==> src/hw/clkgen_pkg.sv <==
// Purpose: shared constants, types and decoders of the peripheral clock generator
// Assumes: all clock sources arrive as one-cycle tick strobes synchronous to clk
// Notes:   a derived clock toggles after (divider code + 1) ticks of its source
package clkgen_pkg;

    // source tick vector and selector layout
    localparam int NUM_SRC   = 8;
    localparam int SEL_W     = 4;
    localparam int SRC_IDX_W = 3;
    localparam int DIV_W     = 4;
    localparam int SYS_SEL_W = 3;
    localparam int KDIV_W    = 3;

    // positions of the sources in the tick vector
    localparam int SRC_OSC     = 0;
    localparam int SRC_PLL_A_P = 1;
    localparam int SRC_PLL_A_Q = 2;
    localparam int SRC_PLL_A_R = 3;
    localparam int SRC_PLL_B_P = 4;
    localparam int SRC_PLL_B_Q = 5;
    localparam int SRC_PLL_B_R = 6;
    localparam int SRC_EXT_OSC = 7;

    // derived clock slots
    localparam int NUM_KCLK  = 5;
    localparam int KC_BUS    = 0;
    localparam int KC_SERIAL = 1;
    localparam int KC_SPI    = 2;
    localparam int KC_OCTAL  = 3;
    localparam int KC_CANFD  = 4;

    // pin function select
    localparam int              PSEL_W       = 5;
    localparam logic [PSEL_W-1:0] PSEL_CLK_OUT = 5'h0b;

    // divider state after reset
    localparam logic [SEL_W-1:0] SEL_RST = 4'h0;
    localparam logic [DIV_W-1:0] DIV_RST = 4'h0;
    localparam logic [DIV_W-1:0] DIV_ONE = 4'h1;

    // boot option word and oscillator frequency code
    localparam int                    BOOT_W        = 32;
    localparam int                    BOOT_FREQ_LSB = 0;
    localparam int                    OSC_CODE_W    = 3;
    localparam int                    MHZ_W         = 6;
    localparam logic [OSC_CODE_W-1:0] OSC_16M       = 3'h0;
    localparam logic [OSC_CODE_W-1:0] OSC_18M       = 3'h1;
    localparam logic [OSC_CODE_W-1:0] OSC_20M       = 3'h2;
    localparam logic [OSC_CODE_W-1:0] OSC_32M       = 3'h4;
    localparam logic [OSC_CODE_W-1:0] OSC_48M       = 3'h7;
    localparam logic [OSC_CODE_W-1:0] LIVE_OSC_RST  = 3'h0;

    // pll configuration word
    typedef struct packed {
        logic [7:0] multiplier;
        logic [1:0] fraction;
        logic [1:0] input_divider;
        logic [3:0] out_div_p;
        logic [3:0] out_div_q;
        logic [3:0] out_div_r;
    } pll_cfg_t;

    localparam pll_cfg_t PLL_CFG_RST = '0;

    // true for the frequency codes that may be applied
    function automatic logic osc_code_legal(input logic [OSC_CODE_W-1:0] code);
        return (code == OSC_16M) || (code == OSC_18M) || (code == OSC_20M) ||
               (code == OSC_32M) || (code == OSC_48M);
    endfunction

    // frequency in MHz for a code, zero for prohibited codes
    function automatic logic [MHZ_W-1:0] osc_code_mhz(input logic [OSC_CODE_W-1:0] code);
        logic [MHZ_W-1:0] mhz;
        mhz = 6'h00;
        unique case (code)
            OSC_16M: mhz = 6'h10;
            OSC_18M: mhz = 6'h12;
            OSC_20M: mhz = 6'h14;
            OSC_32M: mhz = 6'h20;
            OSC_48M: mhz = 6'h30;
            default: mhz = 6'h00;
        endcase
        return mhz;
    endfunction

endpackage

==> src/hw/kclk_if.sv <==
// Purpose: carrier between the generator top and one divider slice
// Assumes: single clk domain
// Notes:   rise and fall are one-cycle pulses aligned with the new clk_out level
`timescale 1ns/100ps
`default_nettype none
interface kclk_if;
    import clkgen_pkg::*;
    logic [NUM_SRC-1:0] src_tick;
    logic [SEL_W-1:0]   sel;
    logic [DIV_W-1:0]   div;
    logic               clk_out;
    logic               rise;
    logic               fall;

    modport ctrl (output src_tick, output sel, output div,
                  input clk_out, input rise, input fall);
    modport gen  (input src_tick, input sel, input div,
                  output clk_out, output rise, output fall);
endinterface
`default_nettype wire

==> src/hw/kernel_clock_div.sv <==
// Purpose: source select and divider for one derived clock
// Assumes: sel[3] set means no source, the clock then parks low
// Notes:   new settings are taken only at the start of a low phase
`timescale 1ns/100ps
`default_nettype none
module kernel_clock_div (
    input  wire logic clk,
    input  wire logic rst_n,
    kclk_if.gen       kif
);
    import clkgen_pkg::*;

    logic [SEL_W-1:0] cur_sel_reg;
    logic [DIV_W-1:0] cur_div_reg;
    logic [DIV_W-1:0] cnt_reg;
    logic [DIV_W-1:0] cnt_next;
    logic             clk_reg;
    logic             rise_reg;
    logic             fall_reg;

    // selected tick, terminal count and safe load point
    wire src_ok = ~cur_sel_reg[SEL_W-1];
    wire tick   = src_ok & kif.src_tick[cur_sel_reg[SRC_IDX_W-1:0]];
    wire term   = tick & (cnt_reg == cur_div_reg);
    wire load   = ~clk_reg & (cnt_reg == '0);
    assign cnt_next = term ? '0 : (tick ? cnt_reg + DIV_ONE : cnt_reg);

    // settings only change while the output is low and a phase has just begun
    always_ff @(posedge clk or negedge rst_n) begin
        if (!rst_n) begin
            cur_sel_reg <= SEL_RST;
            cur_div_reg <= DIV_RST;
        end else if (load) begin
            cur_sel_reg <= kif.sel;
            cur_div_reg <= kif.div;
        end
    end

    // half period of (div + 1) source ticks
    always_ff @(posedge clk or negedge rst_n) begin
        if (!rst_n) begin
            cnt_reg  <= '0;
            clk_reg  <= 1'b0;
            rise_reg <= 1'b0;
            fall_reg <= 1'b0;
        end else begin
            cnt_reg  <= cnt_next;
            clk_reg  <= clk_reg ^ term;
            rise_reg <= term & ~clk_reg;
            fall_reg <= term & clk_reg;
        end
    end

    assign kif.clk_out = clk_reg;
    assign kif.rise    = rise_reg;
    assign kif.fall    = fall_reg;

    // output toggles exactly at terminal count and never otherwise
    a_div_toggle: assert property (@(posedge clk) disable iff (!rst_n)
        term |=> (clk_reg != $past(clk_reg)))
        else $error("divider did not toggle at terminal count");

    a_div_hold: assert property (@(posedge clk) disable iff (!rst_n)
        !term |=> $stable(clk_reg))
        else $error("divider toggled without terminal count");

    // settings switch only at the start of a low phase
    a_switch_low_phase: assert property (@(posedge clk) disable iff (!rst_n)
        ($changed(cur_sel_reg) || $changed(cur_div_reg)) |-> $past(!clk_reg) && $past(cnt_reg == '0))
        else $error("divider settings changed outside a clean boundary");

endmodule // kernel_clock_div
`default_nettype wire

==> src/hw/peripheral_clock_gen.sv <==
// Purpose: derives bus, sdram and kernel clocks, gates clock pins, holds osc code
// Assumes: all inputs synchronous to clk; sources are tick strobes
// Notes:   clocks are produced as registered levels in the clk domain
// Contract
// - bus pin driven when enabled and function matches
// - halving bit outputs bus clock divided two
// - bus and sdram clocks feed bus controller
// - sdram pin driven when enabled and function matches
// - bus clock from divider on system source
// - first pll configured by its field set
// - second pll has same field widths
// - serial kernel clock own divider and source
// - spi kernel clock own divider and source
// - octal kernel clock own divider and source
// - canfd kernel clock own divider and source
// - boot selector picks secure or nonsecure word
// - boot frequency code loaded after reset release
// - frequency codes map to five legal values
`timescale 1ns/100ps
`default_nettype none
module peripheral_clock_gen (
    input  wire logic                                clk,
    input  wire logic                                rst_n,
    // clock source ticks
    input  wire logic                                osc_tick,
    input  wire logic                                ext_osc_tick,
    input  wire logic                                pll_a_p_tick,
    input  wire logic                                pll_a_q_tick,
    input  wire logic                                pll_a_r_tick,
    input  wire logic                                pll_b_p_tick,
    input  wire logic                                pll_b_q_tick,
    input  wire logic                                pll_b_r_tick,
    // dividers and source selects
    input  wire logic [clkgen_pkg::SYS_SEL_W-1:0]    system_source_select,
    input  wire logic [clkgen_pkg::DIV_W-1:0]        bus_clock_divider,
    input  wire logic [clkgen_pkg::SEL_W-1:0]        serial_kernel_source,
    input  wire logic [clkgen_pkg::KDIV_W-1:0]       serial_kernel_divider,
    input  wire logic [clkgen_pkg::SEL_W-1:0]        spi_kernel_source,
    input  wire logic [clkgen_pkg::KDIV_W-1:0]       spi_kernel_divider,
    input  wire logic [clkgen_pkg::SEL_W-1:0]        octal_kernel_source,
    input  wire logic [clkgen_pkg::KDIV_W-1:0]       octal_kernel_divider,
    input  wire logic [clkgen_pkg::SEL_W-1:0]        canfd_kernel_source,
    input  wire logic [clkgen_pkg::KDIV_W-1:0]       canfd_kernel_divider,
    // pll configuration
    input  wire clkgen_pkg::pll_cfg_t                pll_a_cfg_in,
    input  wire clkgen_pkg::pll_cfg_t                pll_b_cfg_in,
    output clkgen_pkg::pll_cfg_t                     pll_a_cfg,
    output clkgen_pkg::pll_cfg_t                     pll_b_cfg,
    // pin control
    input  wire logic                                bus_clock_out_enable,
    input  wire logic                                bus_clock_halve,
    input  wire logic [clkgen_pkg::PSEL_W-1:0]       bus_pin_function,
    input  wire logic                                sdram_clock_out_enable,
    input  wire logic [clkgen_pkg::PSEL_W-1:0]       sdram_pin_function,
    input  wire logic                                bus_clock_pin_in,
    input  wire logic                                sdram_clock_pin_in,
    output logic                                     bus_clock_pin,
    output logic                                     bus_clock_pin_oe_n,
    output logic                                     sdram_clock_pin,
    output logic                                     sdram_clock_pin_oe_n,
    // derived clocks
    output logic                                     ctrl_bus_clock,
    output logic                                     ctrl_sdram_clock,
    output logic                                     serial_kernel_clock,
    output logic                                     spi_kernel_clock,
    output logic                                     octal_kernel_clock,
    output logic                                     canfd_kernel_clock,
    // oscillator frequency code
    input  wire logic [clkgen_pkg::BOOT_W-1:0]       boot_option_word_nonsecure,
    input  wire logic [clkgen_pkg::BOOT_W-1:0]       boot_option_word_secure,
    input  wire logic                                boot_option_selector,
    input  wire logic                                osc_stop_bit,
    input  wire logic                                live_osc_wr,
    input  wire logic [clkgen_pkg::OSC_CODE_W-1:0]   live_osc_wdata,
    output logic [clkgen_pkg::OSC_CODE_W-1:0]        live_osc_freq_code,
    output logic [clkgen_pkg::MHZ_W-1:0]             osc_freq_mhz,
    output logic                                     live_osc_wr_refused
);
    import clkgen_pkg::*;

    kclk_if kif [NUM_KCLK] ();

    logic [NUM_SRC-1:0]    src_ticks;
    logic [SEL_W-1:0]      sel_vec [NUM_KCLK];
    logic [DIV_W-1:0]      div_vec [NUM_KCLK];
    logic [NUM_KCLK-1:0]   kclk_vec;
    logic                  bus_rise;

    logic                  halve_reg;
    logic                  halve_eff_reg;
    logic                  bus_en_eff_reg;
    logic                  sd_en_eff_reg;
    logic                  bus_pin_reg;
    logic                  bus_oe_n_reg;
    logic                  sd_pin_reg;
    logic                  sd_oe_n_reg;
    logic                  ctrl_bus_reg;
    logic                  ctrl_sd_reg;
    pll_cfg_t              pll_a_reg;
    pll_cfg_t              pll_b_reg;
    logic [OSC_CODE_W-1:0] osc_code_reg;
    logic [MHZ_W-1:0]      osc_mhz_reg;
    logic                  boot_load_reg;
    logic                  wr_refused_reg;

    // source tick vector in the order of the selector codes
    assign src_ticks = {ext_osc_tick, pll_b_r_tick, pll_b_q_tick, pll_b_p_tick,
                        pll_a_r_tick, pll_a_q_tick, pll_a_p_tick, osc_tick};

    // settings per slice, narrow fields widened with zeros
    assign sel_vec[KC_BUS]    = {1'b0, system_source_select};
    assign div_vec[KC_BUS]    = bus_clock_divider;
    assign sel_vec[KC_SERIAL] = serial_kernel_source;
    assign div_vec[KC_SERIAL] = {1'b0, serial_kernel_divider};
    assign sel_vec[KC_SPI]    = spi_kernel_source;
    assign div_vec[KC_SPI]    = {1'b0, spi_kernel_divider};
    assign sel_vec[KC_OCTAL]  = octal_kernel_source;
    assign div_vec[KC_OCTAL]  = {1'b0, octal_kernel_divider};
    assign sel_vec[KC_CANFD]  = canfd_kernel_source;
    assign div_vec[KC_CANFD]  = {1'b0, canfd_kernel_divider};

    // one independent divider slice per derived clock
    for (genvar g = 0; g < NUM_KCLK; g++) begin : g_slice
        assign kif[g].src_tick = src_ticks;
        assign kif[g].sel      = sel_vec[g];
        assign kif[g].div      = div_vec[g];
        assign kclk_vec[g]     = kif[g].clk_out;
        kernel_clock_div u_div (
            .clk   (clk),
            .rst_n (rst_n),
            .kif   (kif[g])
        );
    end

    assign bus_rise            = kif[KC_BUS].rise;
    assign serial_kernel_clock = kclk_vec[KC_SERIAL];
    assign spi_kernel_clock    = kclk_vec[KC_SPI];
    assign octal_kernel_clock  = kclk_vec[KC_OCTAL];
    assign canfd_kernel_clock  = kclk_vec[KC_CANFD];

    // pin source selection and function decode
    wire bus_clk    = kclk_vec[KC_BUS];
    wire bus_src    = halve_eff_reg ? halve_reg : bus_clk;
    wire bus_func   = (bus_pin_function == PSEL_CLK_OUT);
    wire sd_func    = (sdram_pin_function == PSEL_CLK_OUT);
    wire both_low   = ~bus_clk & ~halve_reg;

    // halved bus clock, toggling on every rising edge of the bus clock
    always_ff @(posedge clk or negedge rst_n) begin
        if (!rst_n) begin
            halve_reg     <= 1'b0;
            halve_eff_reg <= 1'b0;
        end else begin
            halve_reg     <= halve_reg ^ bus_rise;
            halve_eff_reg <= both_low ? bus_clock_halve : halve_eff_reg;
        end
    end

    // enables take effect only while the pin source is low
    always_ff @(posedge clk or negedge rst_n) begin
        if (!rst_n) begin
            bus_en_eff_reg <= 1'b0;
            sd_en_eff_reg  <= 1'b0;
        end else begin
            bus_en_eff_reg <= bus_src ? bus_en_eff_reg : bus_clock_out_enable;
            sd_en_eff_reg  <= bus_clk ? sd_en_eff_reg : sdram_clock_out_enable;
        end
    end

    // pins: driven while the function matches, clock only when enabled
    // a function change while enabled may cut a pulse, software avoids it
    always_ff @(posedge clk or negedge rst_n) begin
        if (!rst_n) begin
            bus_pin_reg  <= 1'b0;
            bus_oe_n_reg <= 1'b1;
            sd_pin_reg   <= 1'b0;
            sd_oe_n_reg  <= 1'b1;
        end else begin
            bus_pin_reg  <= bus_src & bus_en_eff_reg & bus_func;
            bus_oe_n_reg <= ~bus_func;
            sd_pin_reg   <= bus_clk & sd_en_eff_reg & sd_func;
            sd_oe_n_reg  <= ~sd_func;
        end
    end

    // operating clocks of the external bus controller
    always_ff @(posedge clk or negedge rst_n) begin
        if (!rst_n) begin
            ctrl_bus_reg <= 1'b0;
            ctrl_sd_reg  <= 1'b0;
        end else begin
            ctrl_bus_reg <= bus_clk;
            ctrl_sd_reg  <= bus_clk;
        end
    end

    assign bus_clock_pin        = bus_pin_reg;
    assign bus_clock_pin_oe_n   = bus_oe_n_reg;
    assign sdram_clock_pin      = sd_pin_reg;
    assign sdram_clock_pin_oe_n = sd_oe_n_reg;
    assign ctrl_bus_clock       = ctrl_bus_reg;
    assign ctrl_sdram_clock     = ctrl_sd_reg;

    // pll settings registered toward the analog macros
    always_ff @(posedge clk or negedge rst_n) begin
        if (!rst_n) begin
            pll_a_reg <= PLL_CFG_RST;
            pll_b_reg <= PLL_CFG_RST;
        end else begin
            pll_a_reg <= pll_a_cfg_in;
            pll_b_reg <= pll_b_cfg_in;
        end
    end

    assign pll_a_cfg = pll_a_reg;
    assign pll_b_cfg = pll_b_reg;

    // applied boot word and the software write decode
    wire [BOOT_W-1:0]     boot_word = boot_option_selector ? boot_option_word_secure
                                                           : boot_option_word_nonsecure;
    wire [OSC_CODE_W-1:0] boot_code = boot_word[BOOT_FREQ_LSB +: OSC_CODE_W];
    wire                  wr_ok     = live_osc_wr & ~boot_load_reg & osc_stop_bit &
                                      osc_code_legal(live_osc_wdata);
    wire [OSC_CODE_W-1:0] osc_code_next = boot_load_reg ? boot_code :
                                          (wr_ok ? live_osc_wdata : osc_code_reg);

    // live frequency code: boot value on the first edge after release, then software
    always_ff @(posedge clk or negedge rst_n) begin
        if (!rst_n) begin
            boot_load_reg  <= 1'b1;
            osc_code_reg   <= LIVE_OSC_RST;
            osc_mhz_reg    <= '0;
            wr_refused_reg <= 1'b0;
        end else begin
            boot_load_reg  <= 1'b0;
            osc_code_reg   <= osc_code_next;
            osc_mhz_reg    <= osc_code_mhz(osc_code_next);
            wr_refused_reg <= live_osc_wr & ~wr_ok;
        end
    end

    assign live_osc_freq_code  = osc_code_reg;
    assign osc_freq_mhz        = osc_mhz_reg;
    assign live_osc_wr_refused = wr_refused_reg;

    // bus pin only clocks with the clock function selected
    a_bus_pin_func: assert property (@(posedge clk) disable iff (!rst_n)
        bus_pin_reg |-> $past(bus_func) && $past(bus_en_eff_reg) && !bus_oe_n_reg)
        else $error("bus clock pin high without function or enable");

    // halved mode follows the halving flop one cycle later
    a_halve_follow: assert property (@(posedge clk) disable iff (!rst_n)
        (halve_eff_reg && bus_en_eff_reg && bus_func) |=> (bus_pin_reg == $past(halve_reg)))
        else $error("bus clock pin not showing halved clock");

    a_halve_rate: assert property (@(posedge clk) disable iff (!rst_n)
        bus_rise |=> (halve_reg != $past(halve_reg)))
        else $error("halved clock missed a bus clock rising edge");

    a_ctrl_clock_pair: assert property (@(posedge clk) disable iff (!rst_n)
        ##1 (ctrl_bus_reg == $past(bus_clk)) && (ctrl_sd_reg == ctrl_bus_reg))
        else $error("controller clocks not following the bus clock");

    a_sdram_pin_func: assert property (@(posedge clk) disable iff (!rst_n)
        sd_pin_reg |-> $past(sd_func) && $past(sd_en_eff_reg) && !sd_oe_n_reg)
        else $error("sdram clock pin high without function or enable");

    a_pll_cfg_track: assert property (@(posedge clk) disable iff (!rst_n)
        ##1 (pll_a_reg == $past(pll_a_cfg_in)) && (pll_b_reg == $past(pll_b_cfg_in)))
        else $error("pll configuration not applied");

    a_boot_load: assert property (@(posedge clk) disable iff (!rst_n)
        (boot_load_reg && rst_n) |=> (osc_code_reg == $past(boot_code)) && !boot_load_reg)
        else $error("boot frequency code not loaded after reset");

    a_write_guard: assert property (@(posedge clk) disable iff (!rst_n)
        (!boot_load_reg && !osc_stop_bit) |=> $stable(osc_code_reg))
        else $error("frequency code changed while oscillator runs");

    a_mhz_decode: assert property (@(posedge clk) disable iff (!rst_n)
        rst_n |=> (osc_mhz_reg == osc_code_mhz(osc_code_reg)))
        else $error("frequency value does not match code");

    a_pin_low_disabled: assert property (@(posedge clk) disable iff (!rst_n)
        (!bus_en_eff_reg && !sd_en_eff_reg) |=> !bus_pin_reg && !sd_pin_reg)
        else $error("clock pin active while disabled");

endmodule // peripheral_clock_gen
`default_nettype wire

==> config.mk <==
export PLATFORM = sky130hd
export DESIGN_NAME = peripheral_clock_gen
export DESIGN_NICKNAME = d
export VERILOG_FILES = /design/src/hw/clkgen_pkg.sv /design/src/hw/kclk_if.sv /design/src/hw/kernel_clock_div.sv /design/src/hw/peripheral_clock_gen.sv
export SDC_FILE = /design/constraint.sdc
export NUM_CORES = 1
export LEC_CHECK = 0
export ABC_AREA = 0
export BUFFER_PORTS_ARGS = -buffer_cell sky130_fd_sc_hd__buf_2
export CORE_MARGIN = 3
export CORE_UTILIZATION = 43
export CTS_CLUSTER_SIZE = 20
export DETAILED_ROUTE_END_ITERATION = 12
export PLACE_DENSITY = 0.7
export SYNTH_ARGS = -nofsm -noshare
export SYNTH_HDL_FRONTEND = slang
export SYNTH_HIERARCHICAL = 1
export SYNTH_SLANG_ARGS = --single-unit
==> constraint.sdc <==
create_clock -name clk -period 1.72 [get_ports clk]
set_input_delay 0.43 -clock clk [delete_from_list [all_inputs] [get_ports clk]]
set_output_delay 0.43 -clock clk [all_outputs]
set_load 0.02 [all_outputs]
# ---- Word level (Yosys, flattened, before mapping)
# Index checks and enable logic that the tools add are counted.
dict set report classes {
  add_sub_neg 5
  reduce_logical 16
  bitwise 44
  mux 25
  n_eq_ne 15
  n_lt_le_gt_ge 5
}
# operator n
set op_table {}
lappend op_table {{two-way mux 4 bit} 10}
lappend op_table {{one-hot mux 6 bit (5 select lines)} 1}
lappend op_table {{bitwise AND 1 bit} 24}
lappend op_table {{adder 4 x 1 -> 4 bit (second input constant)} 5}
lappend op_table {{logical NOT 4 bit} 5}
lappend op_table {{< comparator 3 x 4 -> 1 bit (second input constant)} 5}
lappend op_table {{== test 4 x 3 -> 1 bit} 4}
lappend op_table {{binary-select mux 1 bit (select 3 bit)} 5}
lappend op_table {{NOT 1 bit} 14}
lappend op_table {{== test 3 bit (second input constant)} 4}
lappend op_table {{== test 5 x 4 -> 1 bit (second input constant)} 2}
lappend op_table {{nonzero test 2 bit} 5}
lappend op_table {{two-way mux 3 bit} 3}
lappend op_table {{== test 3 x 1 -> 1 bit (second input constant)} 2}
lappend op_table {{== test 3 x 2 -> 1 bit (second input constant)} 2}
lappend op_table {{logical NOT 3 bit} 2}
lappend op_table {{two-way mux 1 bit} 6}
lappend op_table {{XOR 1 bit} 6}
lappend op_table {{== test 4 bit} 1}
lappend op_table {{logical OR 1 bit} 4}
dict set report totals {
  ff_bits 129
  word_cells 156
  input_bits 178
  out_inout_bits 68
}

# ---- Depth between registers and ports, before layout
dict set report depth {
  depth_word 10
  mapped_depth 5
  depth_no_buf 5
}

# ---- By module
# The synthesis kept the hierarchy.
# module instances seq_area_each_um2 cells_each area_each_um2
set modules_own_cells {}
lappend modules_own_cells {kernel_clock_div 5 375.4 61 779.5}
lappend modules_own_cells {peripheral_clock_gen 1 1655.3 113 2033.2}

# ---- Worst setup path after synthesis
# Ideal clock, no wire load.
dict set report synth_path {
  path_type {input port to flip-flop}
  startpoint {input port live_osc_wdata[0] (netlist bit)}
  endpoint {register osc_mhz_reg[5] (netlist: osc_freq_mhz[5])}
  t_arrival_ns 1.482
  required_ns 1.600
  n_path_buf 0
  setup_slack_ns 0.119
  setup_ns 0.120
  cell_stages 5
  cell_sequence {xor2_1 a2111oi_4 o211ai_2 nand2b_4 and3_1}
}
dict set report synth_between {
  elab_chain_len 10
  elab_cells_between_ends 18
  cone_classes {eq/ne: 8; mux: 3; bitwise: 1; reduce/logical: 6}
}
# element line
set synth_rtl {}
lappend synth_rtl {{from (decl)} peripheral_clock_gen.sv:74} ;# input wire logic [clkgen_pkg::OSC_CODE_W-1:0] live_osc_wdata,
lappend synth_rtl {{== test 3 x 1 -> 1 bit or logical NOT 3 bit (tied branches)} clkgen_pkg.sv:67} ;# return (code == OSC_16M) || (code == OSC_18M) || (code == OSC_20M) ||
lappend synth_rtl {{logical OR 1 bit (3 in a row)} clkgen_pkg.sv:67}
lappend synth_rtl {{logical OR 1 bit *} clkgen_pkg.sv:68} ;# (code == OSC_32M) || (code == OSC_48M);
lappend synth_rtl {{bitwise AND 1 bit *} peripheral_clock_gen.sv:222} ;# wire wr_ok = live_osc_wr & ~boot_load_reg & osc_stop_bit &
lappend synth_rtl {{two-way mux 3 bit *} peripheral_clock_gen.sv:225} ;# (wr_ok ? live_osc_wdata : osc_code_reg);
lappend synth_rtl {{two-way mux 3 bit *} peripheral_clock_gen.sv:224} ;# wire [OSC_CODE_W-1:0] osc_code_next = boot_load_reg ? boot_code :
lappend synth_rtl {{via osc_code_next[1]} peripheral_clock_gen.sv:224}
lappend synth_rtl {{== test 3 bit, or another cell as far along} clkgen_pkg.sv:75} ;# unique case (code)
lappend synth_rtl {{one-hot mux 6 bit (5 select lines) *} clkgen_pkg.sv:75}
lappend synth_rtl {{to (signal assigned)} peripheral_clock_gen.sv:237} ;# osc_mhz_reg <= osc_code_mhz(osc_code_next);
lappend synth_rtl {{to (decl)} peripheral_clock_gen.sv:102} ;# logic [MHZ_W-1:0] osc_mhz_reg;
# Mark *: on every way through the listed nets, which the timed path passes. The rest lies on a longest branch.
# A chain may end at the register's enable or synchronous reset.

# ---- Worst setup path after layout
dict set report layout_path {
  startpoint {register g_slice[1].u_div.cur_sel_reg[0]}
  endpoint {register g_slice[1].u_div.clk_reg}
}
dict set report layout_between {
  elab_chain_len 5
}
# element line
set layout_rtl {}
lappend layout_rtl {{from (decl)} kernel_clock_div.sv:13} ;# logic [SEL_W-1:0] cur_sel_reg;
lappend layout_rtl {{from (signal assigned)} kernel_clock_div.sv:34} ;# cur_sel_reg <= kif.sel;
lappend layout_rtl {{binary-select mux 1 bit (select 3 bit)} kernel_clock_div.sv:23} ;# wire tick = src_ok & kif.src_tick[cur_sel_reg[SRC_IDX_W-1:0]];
lappend layout_rtl {{two-way mux 1 bit (not written as such)} kernel_clock_div.sv:23}
lappend layout_rtl {{bitwise AND 1 bit} kernel_clock_div.sv:23}
lappend layout_rtl {{bitwise AND 1 bit} kernel_clock_div.sv:24} ;# wire term = tick & (cnt_reg == cur_div_reg);
lappend layout_rtl {{XOR 1 bit} kernel_clock_div.sv:48} ;# clk_reg <= clk_reg ^ term;
lappend layout_rtl {{to (signal assigned)} kernel_clock_div.sv:48}
lappend layout_rtl {{to (decl)} kernel_clock_div.sv:17} ;# logic clk_reg;
# Every way passes these cells. The select of a mux whose other input is x is not followed.

==> out/results.tsv <==
metric	value	unit
die-area	14500	µm²
yosys_warnings	6	
chipHeight	121	µm
drcViolationCount	0	
core	12700	µm²
clock_skew	0.00820	ns
endpoint_kind	flop	
cts.path.max_buffers	2	
timing.final.crit_share	95.4	%
row_count	41	
critPathLaunchType	flop	
drtAntennaViolNets	0	
multi_input_area	2250	µm²
start_util	44.4	%
num_io_pins	246	
syn2layout_area_growth	34.2	%
critPathTopFamily	compound AO/OA/AOI/OAI gates	
hold_viol	0	
place_hpwl	9.12	mm
cts_tree	yes	
hold_depth	1	
ff2ff_setup_slack	0.08	ns
grt_pass1_wl	19.8	mm
first_global_vias	4269	
via_per_inst	4.88	
gp_congestion	0.789	
slowest_stage	dfrtp_1	
post_cts_buffers	0	
max_freq	0.609	GHz
critPathBufInv	1	
fill_cells	1064	
worst_r2r_endpoint	g_slice[1].u_div/kif.clk_out	
insertion_delay	0.41	ns
cts-root-buf	clkbuf_16	
period_minus_slack	1.64	ns
cap_viol_max_count	0	
antenna_found_initial	2	
r2r_start	g_slice[1].u_div/cur_sel_reg[0]	
status	finished, final reports clean	
drive_gt1_share	49.1	%
cp.required	2.02	ns
cts_buffers	17	
holdCritPathClass	input pin to flop	
final_max_slew_viol_count	0	
cts.clk_slew.worst_paths	0.06	ns
min_from	pll_a_cfg_in[6]	
seqCellArea	3310	µm²
worstPathMaxFanout	5	
syn_area	5640	µm²
clock-sinks	132	
utilization	59.5	%
first_pass_iters	4	
num_vias	4005	
cpPeakStageDelay	0.41	ns
whs	0.125	ns
globalRouteTotalUtil	17.3	%
port_buffers	183	
dpl_worst_slack	-0.111	ns
power_density	1680	nW/µm²
crit_type	flop to flop	
setup_violations	0	
synth_cells	404	
htreeDepth	4	
grt_max_degree	53	
chipWidth	121	µm
cp.arrival	1.94	ns
wl_per_cell	14.6	µm
wirelength	12.0	mm
nets	827	
rsz0062_at_grt	no	
drt_iter0_markers	185	
grt_overflow	0	
whs_endpoint	pll_a_cfg[6]	
reg2reg_depth	5	
setup_ws	0.0790	ns
ir_drop	0.955	mV
synth.avg_cell_area	14.0	µm²
cp_cell_sequence	mux2_2 -> a22oi_2 -> a211oi_1 -> ha_1 -> inv_1	
p_leak	3.63	nW
-- layout make-up --
class	instances	area share, %
sequential	132	43.7
multi-input combinational	249	29.7
timing repair buffer	208	15.0
clock buffer	23	6.44
tap	172	2.84
inverter	26	1.29
clock inverter	9	1.04
antenna	1	0.0330
-- how the worst max path moves through the flow --
stage | startpoint | depth (start not counted) | end
floorplan | live_osc_wdata[0] | 5 | osc_freq_mhz[5]
global placement | live_osc_wdata[0] | 6 | osc_freq_mhz[5]
detailed placement | live_osc_wdata[0] | 6 | osc_freq_mhz[5]
CTS | g_slice[1].u_div/cur_sel_reg[0] | 5 | g_slice[1].u_div/kif.clk_out
global route | g_slice[2].u_div/cur_sel_reg[0] | 5 | g_slice[2].u_div/kif.clk_out
finish | g_slice[1].u_div/cur_sel_reg[0] | 5 | g_slice[1].u_div/kif.clk_out
-- layer usage --
| metal | vias to the layer above | GRT usage (%) | part of all wire (%) |
|---|---|---|---|
| met4 | 2 | 7.15 | 1.8 |
| met5 | - | 0 | 0.058 |
| li1 | 1896 | - | - |
| met3 | 22 | 6.45 | 7.5 |
| met2 | 130 | 28.7 | 51 |
| met1 | 1955 | 20.3 | 40 |
-- timing repair --
item | in CTS | in global routing
setup endpoints to repair | 0 | 2
hold buffers | 1 | 0
gates resized for setup | 0 | 2
hold endpoints to repair | 9 | 0
-- placed cells by master (no fill, tap or decap), drive strengths merged, types with 2 or more instances in the layout --
cell / n
dfrtp: 129
conb: 8
clkbuf: 23
clkinvlp: 2
buf: 207
a221o: 10
o211ai: 2
nand4: 5
o22a: 5
ha: 15
nor2: 19
xnor2: 21
nand3: 5
mux2i: 22
o21ai: 3
a22oi: 6
inv: 26
a211oi: 5
clkinv: 6
nor4b: 5
nand2b: 9
nor2b: 6
nor4bb: 2
nand2: 21
xor2: 3
dfstp: 3
a32o: 10
a21oi: 5
mux2: 53
-- where the power goes --
group          internal, mW  switching, mW
combinational          2.36           1.95
sequential             4.05          0.995
clock                  2.13           1.26
-- metrics by stage --
step,total power [mW],TNS [ns],area (µm²),std cells
2_1_floorplan,8.04,0,5670,411
3_3_place_gp,9.11,-0.0784,6980,786
3_5_place_dp,9.39,-0.159,6980,786
4_1_cts,12.9,0,7560,819
5_1_grt,13.6,0,7570,820
6_report,12.7,0,7570,820
Note: power is estimated with default switching activity, not from simulation.
